## config.mk

```make
export PLATFORM = sky130hd
export DESIGN_NAME = lucc_regs
export DESIGN_NICKNAME = d
export VERILOG_FILES = /design/src/rtl/lucc_pkg.sv /design/src/rtl/lucc_chan_decode.sv /design/src/rtl/lucc_regs.sv /design/src/rtl/lucc_rx_path.sv
export SDC_FILE = /design/constraint.sdc
export NUM_CORES = 1
export LEC_CHECK = 0
export ABC_AREA = 1
export BUFFER_PORTS_ARGS = -buffer_cell sky130_fd_sc_hd__buf_2
export CAP_MARGIN = 20
export CELL_PAD_IN_SITES_DETAIL_PLACEMENT = 0
export CELL_PAD_IN_SITES_GLOBAL_PLACEMENT = 1
export CORE_UTILIZATION = 31
export CTS_CLUSTER_DIAMETER = 60
export DETAILED_ROUTE_END_ITERATION = 10
export GPL_TIMING_DRIVEN = 0
export PLACE_DENSITY = 0.77
export SYNTH_ARGS = -nofsm -noshare
export SYNTH_HDL_FRONTEND = slang
export SYNTH_SLANG_ARGS = --single-unit
```

## constraint.sdc

```tcl
create_clock -name i_clk_sys -period 1.1 [get_ports i_clk_sys]
set_input_delay 0.22 -clock i_clk_sys [delete_from_list [all_inputs] [get_ports i_clk_sys]]
set_output_delay 0.22 -clock i_clk_sys [all_outputs]
set_load 0.05 [all_outputs]
```

## src/rtl/lucc_pkg.sv

```systemverilog
// Package for the per-channel line unit command register bank.
// Assumes one synchronous clock domain and 5-bit command registers.
package lucc_pkg;

    // Register geometry.
    localparam int unsigned REG_W       = 5;
    localparam int unsigned ADDR_W      = 5;
    localparam int unsigned NUM_CH      = 3;
    localparam int unsigned REGS_PER_CH = 8;

    // Register indices within one channel's block of eight.
    localparam logic [2:0] IDX_ALARM_STATUS   = 3'h0;
    localparam logic [2:0] IDX_TX_CONTROL     = 3'h1;
    localparam logic [2:0] IDX_RX_DETECT_CTRL = 3'h2;
    localparam logic [2:0] IDX_RX_OUTPUT_CTRL = 3'h3;
    localparam logic [2:0] IDX_RATE_LOOP_SEL  = 3'h4;

    // Bit positions, status register.
    localparam int unsigned BIT_COMBINED_LOSS = 3;
    localparam int unsigned BIT_ANALOG_LOSS   = 2;
    localparam int unsigned BIT_DIGITAL_LOSS  = 1;
    localparam int unsigned BIT_DRIVE_MON     = 0;
    // Bit positions, transmit control.
    localparam int unsigned BIT_TX_DISABLE    = 4;
    localparam int unsigned BIT_ALL_ONES      = 3;
    localparam int unsigned BIT_TX_EDGE       = 2;
    localparam int unsigned BIT_BUILD_BYPASS  = 1;
    // Bit positions, receive detect control.
    localparam int unsigned BIT_ALOS_OFF      = 2;
    localparam int unsigned BIT_DLOS_OFF      = 1;
    localparam int unsigned BIT_EQ_ON         = 0;
    // Bit positions, receive output control.
    localparam int unsigned BIT_RAIL_FMT      = 4;
    localparam int unsigned BIT_MUTE          = 3;
    localparam int unsigned BIT_RX_SHUTDOWN   = 2;
    localparam int unsigned BIT_RX_EDGE       = 1;
    // Bit positions, rate and loopback select.
    localparam int unsigned BIT_STS1          = 3;
    localparam int unsigned BIT_E3            = 2;
    localparam int unsigned BIT_LLB           = 1;
    localparam int unsigned BIT_RLB           = 0;

    // Writable-bit masks; reserved positions are held at zero, except transmit control bit 0, which is writable.
    localparam logic [REG_W-1:0] MASK_TX_CONTROL     = 5'h1F;
    localparam logic [REG_W-1:0] MASK_RX_DETECT_CTRL = 5'h07;
    localparam logic [REG_W-1:0] MASK_RX_OUTPUT_CTRL = 5'h1E;
    localparam logic [REG_W-1:0] MASK_RATE_LOOP_SEL  = 5'h0F;

    // Reset value of every command register.
    localparam logic [REG_W-1:0] REG_RESET = 5'h00;

    // Line rate and loopback modes.
    typedef enum logic [1:0] {
        LUCC_RATE_DS3,
        LUCC_RATE_STS1,
        LUCC_RATE_E3
    } lucc_rate_type;

    typedef enum logic [1:0] {
        LUCC_LOOP_NONE,
        LUCC_LOOP_ANALOG,
        LUCC_LOOP_DIGITAL,
        LUCC_LOOP_REMOTE
    } lucc_loop_type;

    // Live detector and pin state of one channel.
    typedef struct packed {
        logic analog_loss;
        logic digital_loss;
        logic drive_monitor;
    } lucc_status_type;

    // Decoded controls of one channel.
    typedef struct packed {
        logic          transmitter_disable;
        logic          send_all_ones;
        logic          tx_sample_rising;
        logic          build_out_bypass;
        logic          analog_detector_on;
        logic          digital_detector_on;
        logic          equalizer_on;
        logic          coder_enable;
        logic          coder_hdb3;
        logic          mute_on_signal_loss;
        logic          receiver_shutdown;
        logic          rx_output_falling;
        lucc_rate_type rate;
        lucc_loop_type loop;
    } lucc_ctrl_type;

    // Register write/read request from the serial port engine.
    typedef struct packed {
        logic              wr_en;
        logic [ADDR_W-1:0] addr;
        logic [REG_W-1:0]  wdata;
    } lucc_req_type;

endpackage : lucc_pkg

```

## src/rtl/lucc_chan_decode.sv

```systemverilog
// Decodes one channel's command registers into control fields.
// Assumes register words come from flip-flops in the register bank.
`timescale 1ns/1ps
module lucc_chan_decode
    import lucc_pkg::*;
(
    input  wire logic [lucc_pkg::REG_W-1:0] i_tx_ctrl,
    input  wire logic [lucc_pkg::REG_W-1:0] i_rx_det,
    input  wire logic [lucc_pkg::REG_W-1:0] i_rx_out,
    input  wire logic [lucc_pkg::REG_W-1:0] i_rate_loop,
    output lucc_pkg::lucc_ctrl_type         o_ctrl
);
    import lucc_pkg::*;

    lucc_rate_type rate;
    lucc_loop_type loop;

    // Rate: the E3 bit wins, and the STS-1 bit is ignored while it is set.
    always_comb
    begin
        if (i_rate_loop[BIT_E3])
            rate = LUCC_RATE_E3;
        else if (i_rate_loop[BIT_STS1])
            rate = LUCC_RATE_STS1;
        else
            rate = LUCC_RATE_DS3;
    end

    // Loopback from the local and remote pair.
    always_comb
    begin
        case ({i_rate_loop[BIT_LLB], i_rate_loop[BIT_RLB]})
            2'b10:   loop = LUCC_LOOP_ANALOG;
            2'b11:   loop = LUCC_LOOP_DIGITAL;
            2'b01:   loop = LUCC_LOOP_REMOTE;
            default: loop = LUCC_LOOP_NONE;
        endcase
    end

    // Field decode; the build-out bypass only counts outside E3.
    always_comb
    begin
        o_ctrl.transmitter_disable = i_tx_ctrl[BIT_TX_DISABLE];
        o_ctrl.send_all_ones       = i_tx_ctrl[BIT_ALL_ONES];
        o_ctrl.tx_sample_rising    = i_tx_ctrl[BIT_TX_EDGE];
        o_ctrl.build_out_bypass    = i_tx_ctrl[BIT_BUILD_BYPASS]
                                     && (rate != LUCC_RATE_E3);
        o_ctrl.analog_detector_on  = !i_rx_det[BIT_ALOS_OFF];
        o_ctrl.digital_detector_on = !i_rx_det[BIT_DLOS_OFF];
        o_ctrl.equalizer_on        = i_rx_det[BIT_EQ_ON];
        o_ctrl.coder_enable        = i_rx_out[BIT_RAIL_FMT];
        o_ctrl.coder_hdb3          = (rate == LUCC_RATE_E3);
        o_ctrl.mute_on_signal_loss = i_rx_out[BIT_MUTE];
        o_ctrl.receiver_shutdown   = i_rx_out[BIT_RX_SHUTDOWN];
        o_ctrl.rx_output_falling   = i_rx_out[BIT_RX_EDGE];
        o_ctrl.rate                = rate;
        o_ctrl.loop                = loop;
    end

endmodule : lucc_chan_decode

```

## src/rtl/lucc_regs.sv

```systemverilog
// Command register bank for a three-channel line interface unit.
// Assumes the serial port engine delivers decoded register requests
// synchronous to i_clk_sys, and detector levels synchronous as well.
`timescale 1ns/1ps

// Summary of operation
// - Analog loss bit shows analog detector live
// - Digital loss bit shows digital detector live
// - Drive monitor bit shows monitor pin level
// - Transmitter off bit tri-states line output
// - All-ones bit replaces data with ones
// - Transmit edge bit: 1 rising, 0 falling
// - Build-out bypass bit disables build-out circuit
// - Build-out bypass ignored in E3 mode
// - Analog detector disable leaves digital only
// - Digital detector disable leaves analog only
// - Equalizer enable bit switches receive equalizer
// - Rail bit enables coders, single-rail output
// - Coder uses HDB3 in E3, else B3ZS
// - Mute bit zeroes receive data during loss
// - Receiver off bit shuts receive sections
// - Receive edge bit: 0 rising, 1 falling
// - Reserved bits have no function
// - E3 bit overrides STS-1/DS3 select
// - Loopback pair selects none/analog/digital/remote
module lucc_regs
    import lucc_pkg::*;
#(
    parameter int unsigned CHANNELS = lucc_pkg::NUM_CH
)
(
    input  wire logic                           i_clk_sys,
    input  wire logic                           i_nrst,
    input  lucc_pkg::lucc_req_type              i_req,
    output logic [lucc_pkg::REG_W-1:0]          o_rdata,
    input  lucc_pkg::lucc_status_type [CHANNELS-1:0] i_status,
    input  wire logic [CHANNELS-1:0]            i_rx_pos,
    input  wire logic [CHANNELS-1:0]            i_rx_neg,
    input  wire logic [CHANNELS-1:0]            i_tx_positive_data_in,
    output lucc_pkg::lucc_ctrl_type [CHANNELS-1:0] o_ctrl,
    output logic [CHANNELS-1:0]                 o_combined_loss,
    output logic [CHANNELS-1:0]                 o_rx_positive_data_out,
    output logic [CHANNELS-1:0]                 o_rx_negative_data_out,
    output logic [CHANNELS-1:0]                 o_tx_line_data,
    output logic [CHANNELS-1:0]                 o_tx_line_oe
);
    import lucc_pkg::*;

    localparam int unsigned TOTAL = CHANNELS * REGS_PER_CH;

    // Storage: one word per writable register per channel; only writable registers are kept.
    logic [REG_W-1:0] tx_r        [CHANNELS];
    logic [REG_W-1:0] tx_nxt      [CHANNELS];
    logic [REG_W-1:0] det_r       [CHANNELS];
    logic [REG_W-1:0] det_nxt     [CHANNELS];
    logic [REG_W-1:0] out_r       [CHANNELS];
    logic [REG_W-1:0] out_nxt     [CHANNELS];
    logic [REG_W-1:0] rl_r        [CHANNELS];
    logic [REG_W-1:0] rl_nxt      [CHANNELS];
    logic [REG_W-1:0] rdata_r;
    logic [REG_W-1:0] rdata_nxt;

    // Splits an address into channel number and register index.
    function automatic logic [1:0] addr_chan(input logic [ADDR_W-1:0] a);
        addr_chan = a[ADDR_W-1:3];
    endfunction : addr_chan

    function automatic logic [2:0] addr_idx(input logic [ADDR_W-1:0] a);
        addr_idx = a[2:0];
    endfunction : addr_idx

    // Builds the live status word of one channel.
    function automatic logic [REG_W-1:0] status_word(
        input lucc_status_type s,
        input logic            comb_loss
    );
        logic [REG_W-1:0] w;
        w                    = '0;
        w[BIT_COMBINED_LOSS] = comb_loss;
        w[BIT_ANALOG_LOSS]   = s.analog_loss;
        w[BIT_DIGITAL_LOSS]  = s.digital_loss;
        w[BIT_DRIVE_MON]     = s.drive_monitor;
        status_word = w;
    endfunction : status_word

    // Write decode; reserved bits are masked except transmit control bit 0, and status is never written.
    always_comb
    begin
        for (int c = 0; c < CHANNELS; c++)
        begin
            tx_nxt[c]  = tx_r[c];
            det_nxt[c] = det_r[c];
            out_nxt[c] = out_r[c];
            rl_nxt[c]  = rl_r[c];
            if (i_req.wr_en && (int'(addr_chan(i_req.addr)) == c))
            begin
                case (addr_idx(i_req.addr))
                    IDX_TX_CONTROL:
                        tx_nxt[c] = i_req.wdata & MASK_TX_CONTROL;
                    IDX_RX_DETECT_CTRL:
                        det_nxt[c] = i_req.wdata & MASK_RX_DETECT_CTRL;
                    IDX_RX_OUTPUT_CTRL:
                        out_nxt[c] = i_req.wdata & MASK_RX_OUTPUT_CTRL;
                    IDX_RATE_LOOP_SEL:
                        rl_nxt[c] = i_req.wdata & MASK_RATE_LOOP_SEL;
                    default: ;
                endcase
            end
        end
    end

    // Read mux: status is sampled live; unmapped addresses read zero.
    always_comb
    begin
        logic [1:0] ch;
        ch        = addr_chan(i_req.addr);
        rdata_nxt = '0;
        if (int'(ch) < CHANNELS)
        begin
            case (addr_idx(i_req.addr))
                IDX_ALARM_STATUS:
                    rdata_nxt = status_word(i_status[ch],
                                            o_combined_loss[ch]);
                IDX_TX_CONTROL:     rdata_nxt = tx_r[ch];
                IDX_RX_DETECT_CTRL: rdata_nxt = det_r[ch];
                IDX_RX_OUTPUT_CTRL: rdata_nxt = out_r[ch];
                IDX_RATE_LOOP_SEL:  rdata_nxt = rl_r[ch];
                default:            rdata_nxt = '0;
            endcase
        end
    end

    // Register update with synchronous active-low reset to all zeros.
    always_ff @(posedge i_clk_sys)
    begin
        if (!i_nrst)
        begin
            for (int c = 0; c < CHANNELS; c++)
            begin
                tx_r[c]  <= REG_RESET;
                det_r[c] <= REG_RESET;
                out_r[c] <= REG_RESET;
                rl_r[c]  <= REG_RESET;
            end
            rdata_r <= REG_RESET;
        end
        else
        begin
            for (int c = 0; c < CHANNELS; c++)
            begin
                tx_r[c]  <= tx_nxt[c];
                det_r[c] <= det_nxt[c];
                out_r[c] <= out_nxt[c];
                rl_r[c]  <= rl_nxt[c];
            end
            rdata_r <= rdata_nxt;
        end
    end

    assign o_rdata = rdata_r;

    // Per-channel decode, receive shaping and transmit line gating.
    for (genvar g = 0; g < CHANNELS; g++)
    begin : g_chan
        lucc_chan_decode u_dec (
            .i_tx_ctrl   (tx_r[g]),
            .i_rx_det    (det_r[g]),
            .i_rx_out    (out_r[g]),
            .i_rate_loop (rl_r[g]),
            .o_ctrl      (o_ctrl[g])
        );

        lucc_rx_path u_rx (
            .i_ctrl          (o_ctrl[g]),
            .i_status        (i_status[g]),
            .i_rx_pos        (i_rx_pos[g]),
            .i_rx_neg        (i_rx_neg[g]),
            .o_combined_loss (o_combined_loss[g]),
            .o_rx_pos        (o_rx_positive_data_out[g]),
            .o_rx_neg        (o_rx_negative_data_out[g])
        );

        // All-ones overrides terminal data; disable releases the line.
        always_comb
        begin
            o_tx_line_data[g] = o_ctrl[g].send_all_ones
                                || i_tx_positive_data_in[g];
            o_tx_line_oe[g]   = !o_ctrl[g].transmitter_disable;
        end
    end

endmodule : lucc_regs

```

## src/rtl/lucc_rx_path.sv

```systemverilog
// Receive output shaping for one channel: loss combining, rail format
// and muting. Assumes recovered rails arrive already decoded.
`timescale 1ns/1ps
module lucc_rx_path
    import lucc_pkg::*;
(
    input  lucc_pkg::lucc_ctrl_type   i_ctrl,
    input  lucc_pkg::lucc_status_type i_status,
    input  wire logic                 i_rx_pos,
    input  wire logic                 i_rx_neg,
    output logic                      o_combined_loss,
    output logic                      o_rx_pos,
    output logic                      o_rx_neg
);
    import lucc_pkg::*;

    // A disabled detector drops out of the combined loss indication.
    always_comb
    begin
        o_combined_loss = (i_ctrl.analog_detector_on && i_status.analog_loss)
            || (i_ctrl.digital_detector_on
                && i_status.digital_loss);
    end

    // Muting acts without the clock; single-rail grounds the negative rail.
    always_comb
    begin
        if (i_ctrl.receiver_shutdown
            || (i_ctrl.mute_on_signal_loss && o_combined_loss))
        begin
            o_rx_pos = 1'b0;
            o_rx_neg = 1'b0;
        end
        else
        begin
            o_rx_pos = i_rx_pos;
            o_rx_neg = i_ctrl.coder_enable ? 1'b0 : i_rx_neg;
        end
    end

endmodule : lucc_rx_path

```

==> flow_summary.toml, run 1 <==
[synth]
ys_seq_elements = 53
yosys_warnings = 0
largest_cells_by_area_after_synthesis = "sky130_fd_sc_hd__dfxtp_1 37%, sky130_fd_sc_hd__nand2_1 11%, sky130_fd_sc_hd__nor2_1 9.6%, sky130_fd_sc_hd__o21ai_0 8.6%, sky130_fd_sc_hd__buf_4 7.0%"
post_synthesis_instance_area_sq_um = 2902
seq_area_frac_synth = 0.3657
syn-num-nets = 475
yosysTopAreaCell = "sky130_fd_sc_hd__dfxtp_1"
syn_avg_cell_area_sq_um = 6.625
netlist.area_leader.share = 0.3657
yosys.cell_types.count = 25
synth_cells = 438

[floorplan]
boundaryPins = 99
design.die.area_sq_um = 9751
die_h_um = 98.75
std_cell_rows = 34
dieWidth_um = 98.75
floorplan.core_area_sq_um = 8891
floorplan.initialDensity = 0.3263

[setup_path]
critPathArrivalTime_ps = 1480
required_ps = 880
largest_fanout_on_the_critical_path = 2
ff2ff_setup_slack_ps = -320
worstPathCellList = "inv_2 > nand2_2 > nand2_2 > a21o_1 > nor3b_2 > buf_4 > buf_8"
path_common_cell = "sky130_fd_sc_hd__nand2_2"
critical-path-max-stage-delay_ps = 350
critical_path.top_delay_family = "flip-flops"
path_buf_inv = 3
timing.critical_path.to_type = "output port"
timing.setup.critical_path_class = "flip-flop to output port"
slowest_stage = "sky130_fd_sc_hd__dfxtp_2"
critical_path.startpoint_type = "flip-flop"

[routing]
antenna_violating_nets_post_route = 0
detailedRoute.firstIterationViolations = 149
drt_pre_antenna_iters = 5
vias_per_cell = 4.854
route.detailed.wl_per_inst_um = 15.00
routed_wire_length_um = 10520
route.vias.total = 3403
detail_route.drc_violations = 0

[finish]
most_common_library_cell_in_the_layout_ignoring_fill_and_taps = "sky130_fd_sc_hd__nor2_1"
antennaDiodeCount = 0
layout.cell_area.non_filler_sq_um = 5095
finalNetCount = 630
layout_common_cells = "66 x sky130_fd_sc_hd__nor2_1, 63 x sky130_fd_sc_hd__nand2_1, 55 x sky130_fd_sc_hd__buf_4"
areaGrowthSynthToFinish_pct = 75.59
drive_above_1_share = 0.5565

[timing]
grt_setup_unrepaired = "yes"
worst_slack_ps = -599.1
slew-limit-headroom = 0.5653
min_period_over_period = 1.545
worst_case_hold_slack_ps = 220.5
final_setup_violation_count = 45
tightest_slew_ps = 652.1
minimum_period_implied_by_the_final_worst_setup_slack_ps = 1699
drv_slew = 0
finalClockSkew_ps = 7.010
maxClockFrequency_mhz = 588.6
timing_hold_violations_final = 0

[placement]
post_dp_cell_area_sq_um = 3598
gp_congestion = 0.8722
numPortBuffers = 96
place_hpwl_um = 7165

[min_path]
hold_path_class = "primary input to flip-flop"

[power]
static-leakage-power_nw = 2.341
vdd_drop_max_uv = 736.9
p_per_area_nw_per_um2 = 831.9

[clock_tree]
htree_levels = 2
clock_path_buffers = 2
tritoncts.num_buffers = 5
cts_root_buf = "sky130_fd_sc_hd__clkbuf_8"
clock_latency_ps = 310
clkSlewWorstSetupHoldPaths_ps = 100
tritoncts = "done"
clock_sinks = 53

[run_status]
result_of_the_run = "finished, violations left"
failed_checks = "setup timing"

[global_route]
grt-ovfl-total = 0
grt_max_degree = 16
global_route.usage.total = 0.2185
grt_first_pass_wirelength_um = 16490
grt_antenna_before_repair = 0
first_global_vias = 3374

[job]
drv_cap = 0
layout make-up:
type	instances	area, sq um
plain buffers	32	244.0
clock buffers	5	68.82
clock inverters	2	35.03
fillers	818	3796
inverters	45	188.9
multi-input cells	298	1695
flip-flops and latches	53	1154
well taps	108	135.1
repair buffers	158	1574
cell families (layout without fill, tap and decap cells):
kind of cell | Yosys count | after routing | synth area share
and+or+nand+nor | 215 | 215 | 0.3247
buffers and inverters | 87 | 242 | 0.1483
AOI/OAI and AO/OA | 77 | 77 | 0.1354
DFF | 53 | 53 | 0.3657
adders and majority gates | 6 | 6 | 0.02587
synth_stat cells:
cell                       number
sky130_fd_sc_hd__a21o_1         3
sky130_fd_sc_hd__a21oi_1       23
sky130_fd_sc_hd__buf_1          1
sky130_fd_sc_hd__buf_2          2
sky130_fd_sc_hd__buf_4         27
sky130_fd_sc_hd__clkbuf_1      12
sky130_fd_sc_hd__clkinv_1       6
sky130_fd_sc_hd__dfxtp_1       53
sky130_fd_sc_hd__ha_1           6
sky130_fd_sc_hd__inv_1         33
sky130_fd_sc_hd__inv_2          6
sky130_fd_sc_hd__nand2_1       83
sky130_fd_sc_hd__nand2_2        3
sky130_fd_sc_hd__nand3_1       36
sky130_fd_sc_hd__nand3_2        1
sky130_fd_sc_hd__nor2_1        74
sky130_fd_sc_hd__nor2_2         4
sky130_fd_sc_hd__nor2_4         1
sky130_fd_sc_hd__nor3_1         1
sky130_fd_sc_hd__nor3_2         1
sky130_fd_sc_hd__nor3_4         2
sky130_fd_sc_hd__nor3b_1        3
sky130_fd_sc_hd__o21ai_0       50
sky130_fd_sc_hd__o21ai_1        1
sky130_fd_sc_hd__or2_2          6
worst paths after layout:
path,startpoint,end,cells after the start
worst max-delay path,det_r[0][1],o_rx_negative_data_out[0],7
worst min register to register,tx_r[0][4],tx_r[0][4],2
worst max register to register,det_r[1][1],o_rdata[3],12
worst min-delay path,i_req[2],det_r[1][2],3
stage by stage:
| step | instances | setup TNS (ps) | utilization | power [W] | setup slack (ps) |
|---|---|---|---|---|---|
| finish | 701 | -8821 | 0.5730 | 0.004239 | -599.1 |
| detailed placement | 642 | -17450 | 0.4047 | 0.002703 | -446.8 |
| CTS | 683 | -9153 | 0.5353 | 0.004198 | -591.9 |
| global route | 701 | -11160 | 0.5730 | 0.004423 | -699.4 |
| floorplan | 438 | -2550 | - | 0.002483 | -391.9 |
| global placement | 642 | -16280 | 0.4047 | 0.002700 | -420.6 |
worst min-delay path, delay by kind of cell:
family | cells | cell delay [ps]
buffers and inverters | 1 | 100
AO/OA/AOI/OAI | 2 | 170
layer usage:
metal  track usage  wire length (um)  up-vias
met5             0                 0        -
met4       0.07692               210        0
met3       0.03972               685       17
met2        0.3712              5230      138
met1        0.2774              4388     1567
li1              -                 -     1681
what timing repair did:
item,in CTS,in global routing
hold endpoints to repair,0,0
gates cloned,0,1
hold buffers,0,0
pin swaps,17,26
buffers inserted,43,25
setup endpoints to repair,74,98
gates resized for setup,282,84
registers in the layout, indices dropped and copies added, names as in the netlist:
register	flops
o_rdata	5
tx_r	15
rl_r	12
out_r	12
det_r	9
power by group:
group / switching, W / internal [W] / total [W]
logic: 0.000584 / 0.000415 / 0.000999
clock network: 0.000639 / 0.000663 / 0.00130
registers: 0.0000261 / 0.00191 / 0.00194
No activity file was read; power rests on OpenSTA's default activity.
==> inputs of run 2 (changes only) <==
ABC_AREA = not set   (was 1)
CORE_UTILIZATION = 34   (was 31)
PLACE_DENSITY = 0.78   (was 0.77)
==> run 2 against run 1 <==
- the flow still finishes with violations (setup timing)
- via count is 7.3% lower
- critical path depth is 2 lower
- global-route usage is 0.92 points lower
- hold slack worse by 40 ps
- synthesized cell count is 13% lower
- clock skew is 1.4 ps higher
- non-clock buffer count is 20 lower
- largest power group unchanged
==> flow_summary.toml, run 2 <==
[timing]
finalClockSkew_ps = 8.453
worst_slack_ps = -476.2
grt_setup_unrepaired = "yes"
minimum_period_implied_by_the_final_worst_setup_slack_ps = 1576
drv_slew = 0
tns_ps = -9602
tightest_slew_ps = 730.9
maxClockFrequency_mhz = 634.4
min_period_over_period = 1.433
worst_case_hold_slack_ps = 180.0
final_setup_violation_count = 53
slew-limit-headroom = 0.5127
timing_hold_violations_final = 0

[synth]
synth_ff_type = "sky130_fd_sc_hd__dfxtp_1"
synth.most_common_cell = "sky130_fd_sc_hd__dfxtp_1"
syn_avg_cell_area_sq_um = 8.400
synth-simple-area-share = 0.2439
syn-num-nets = 418
seq_area_frac_synth = 0.3315
synth_cells = 381
synth-edff-count = 0
synth_top_family_by_area = "simple AND/OR/NAND/NOR gates"
synth_compound_gate_area_share = 0.1572
synth-xor-area-share = 0
yosys.cell_types.count = 47
yosys_warnings = 0
post_synthesis_instance_area_sq_um = 3201
ys_seq_elements = 53
synth.top_cells.by_count = "53 x sky130_fd_sc_hd__dfxtp_1, 48 x sky130_fd_sc_hd__nand2_1, 34 x sky130_fd_sc_hd__a21boi_0"
netlist.area_leader.share = 0.3315
yosysTopAreaCell = "sky130_fd_sc_hd__dfxtp_1"
synthMuxAreaShare = 0.1231
largest_cells_by_area_after_synthesis = "sky130_fd_sc_hd__dfxtp_1 33%, sky130_fd_sc_hd__mux2i_1 8.4%, sky130_fd_sc_hd__a21boi_0 8.0%, sky130_fd_sc_hd__buf_4 6.3%, sky130_fd_sc_hd__nand2_1 5.6%"
post_synth_fa_ha_maj_area_fraction = 0.02346
synthArstFlopShare = 0

[finish]
areaGrowthSynthToFinish_pct = 69.43
finalNetCount = 543
layout_common_cells = "49 x sky130_fd_sc_hd__buf_8, 47 x sky130_fd_sc_hd__buf_6, 44 x sky130_fd_sc_hd__nand2_1"
combined_area_of_the_multi_input_logic_cells_sq_um = 2130
layout.cell_area.non_filler_sq_um = 5423
area.sequential_sq_um = 1185
most_common_library_cell_in_the_layout_ignoring_fill_and_taps = "sky130_fd_sc_hd__buf_8"
largest-register = "tx_r"
antennaDiodeCount = 0
fillers = 801
drive_above_1_share = 0.5976
top_regs = "tx_r: 15 flops, out_r: 12 flops, rl_r: 12 flops"
final_core_utilization = 0.5897
largest_register_ffs = 15

[routing]
vias_per_cell = 5.102
route.detailed.wl_per_inst_um = 16.57
antenna_violating_nets_post_route = 0
routed_wire_length_um = 10240
drt_pre_antenna_iters = 4
detail_route.drc_violations = 0
route.vias.total = 3153
detailedRoute.firstIterationViolations = 111

[global_route]
global_route.usage.total = 0.2093
first_global_vias = 3078
grt_antenna_before_repair = 0
grt_first_pass_wirelength_um = 15950
grt_max_degree = 19
grt-ovfl-total = 0

[floorplan]
boundaryPins = 99
die_h_um = 99.02
floorplan.core_area_sq_um = 9196
design.die.area_sq_um = 9805
floorplan.initialDensity = 0.3480
std_cell_rows = 35
dieWidth_um = 99.02

[run_status]
failed_checks = "setup timing"
result_of_the_run = "finished, violations left"

[clock_tree]
cts_hold_buf = 0
clock_path_buffers = 2
clkSlewWorstSetupHoldPaths_ps = 100
cts_root_buf = "sky130_fd_sc_hd__clkbuf_8"
clock_sinks = 53
tritoncts = "done"
clock_latency_ps = 320
htree_levels = 2
tritoncts.num_buffers = 5

[power]
power_switching_w = 0.001246
vdd_drop_max_uv = 538.1
sequentialPowerShare = 0.475
power.clock.fraction = 0.299
cellInternalPower_w = 0.002734
static-leakage-power_nw = 2.205
combinationalPowerShare = 0.226
power.switching_fraction = 0.3130
p_per_area_nw_per_um2 = 733.9

[setup_path]
largest_fanout_on_the_critical_path = 2
critical-path-max-stage-delay_ps = 370
worstPathCellList = "nand2b_4 > nand2_4 > a21oi_2 > and3b_2 > buf_8"
critPathArrivalTime_ps = 1360
slowest_stage = "sky130_fd_sc_hd__dfxtp_2"
timing.setup.critical_path_class = "flip-flop to output port"
required_ps = 880
timing.critical_path.to_type = "output port"
reg2reg_from = "out_r[1][1]"
critical_path.startpoint_type = "flip-flop"
critPathLaunch = "det_r[1][2]"

[placement]
place_hpwl_um = 7117
numPortBuffers = 92
pre_cts_setup_slack_ps = -571.4
post_dp_cell_area_sq_um = 4165
gp_congestion = 0.8512

[job]
drv_cap = 0

[min_path]
hold_path_class = "primary input to flip-flop"
hold_path_startpoint = "i_req[1]"
[run 2: cell types whose count changed after synthesis, sizes merged, moves of 5 or more]
cell    delta
buf        +9
clkinv     -6
o21ai     -37
mux2i     +27
nand2b    +10
a21boi    +35
nand2     -38
a21oi     -15
inv       -21
nor2      -74
mux2       +5
nand3      -9
nor2b     +24
[run 2: final timing paths]
check | to | slack (ps) | depth (start not counted)
max | o_rx_negative_data_out[1] | -480 | 5
min | det_r[0][1] | 180 | 3
max reg2reg | o_rdata[1] | -410 | 4
min reg2reg | tx_r[1][0] | 460 | 2
[run 2: what timing repair did]
| action | in CTS | in global routing |
|---|---|---|
| gates resized for setup | 264 | 57 |
| setup buffers | 27 | 17 |
| gates cloned | 0 | 1 |
| endpoints found under the setup margin | 85 | 73 |
| pin swaps | 23 | 25 |
[run 2: cell type report]
class	instances	area share
Timing Repair Buffer	133	0.2653
Clock inverter	3	0.004845
Buffer	37	0.06230
Sequential cell	53	0.2185
Inverter	18	0.01800
Tap cell	111	0.02561
Multi-Input combinational cell	258	0.3927
Clock buffer	5	0.01269
[run 2: layer usage]
layer	up-vias	GRT usage	wire length, um
met2	78	0.3663	5324
met1	1532	0.2686	4474
met4	0	0.04822	95
li1	1533	-	-
met5	-	0	0
met3	10	0.03404	348
[run 2: power by group through the flow]
stage | Sequential, W | Combinational [W] | Clock [W]
after floorplan | 0.00199 | 0.000515 | 0
after global placement | 0.00197 | 0.000730 | 0
after detailed placement | 0.00197 | 0.000735 | 0
after CTS | 0.00190 | 0.000857 | 0.00121
after global routing | 0.00189 | 0.000945 | 0.00130
final | 0.00189 | 0.000898 | 0.00119
[run 2: stage by stage]
stage / cells / power (W)
6_report: 618 / 0.003980
5_1_grt: 618 / 0.004134
2_1_floorplan: 381 / 0.002505
4_1_cts: 608 / 0.003969
3_5_place_dp: 584 / 0.002708
3_3_place_gp: 584 / 0.002703
[run 2: cells by family (layout without fill, tap and decap cells)]
| kind of cell | count (synthesis) | in the layout |
|---|---|---|
| adders and majority gates | 6 | 6 |
| AOI/OAI and AO/OA | 73 | 73 |
| muxes | 35 | 35 |
| and+or+nand+nor | 144 | 144 |
| buffers and inverters | 70 | 196 |
| DFF | 53 | 53 |
[run 2: worst max-delay path, delay by kind of cell (launching register included)]
family                 cells  cell delay [ps]
buffers and inverters      1              140
and+or+nand+nor            3              420
DFF                        1              370
AOI/OAI and AO/OA          1              120
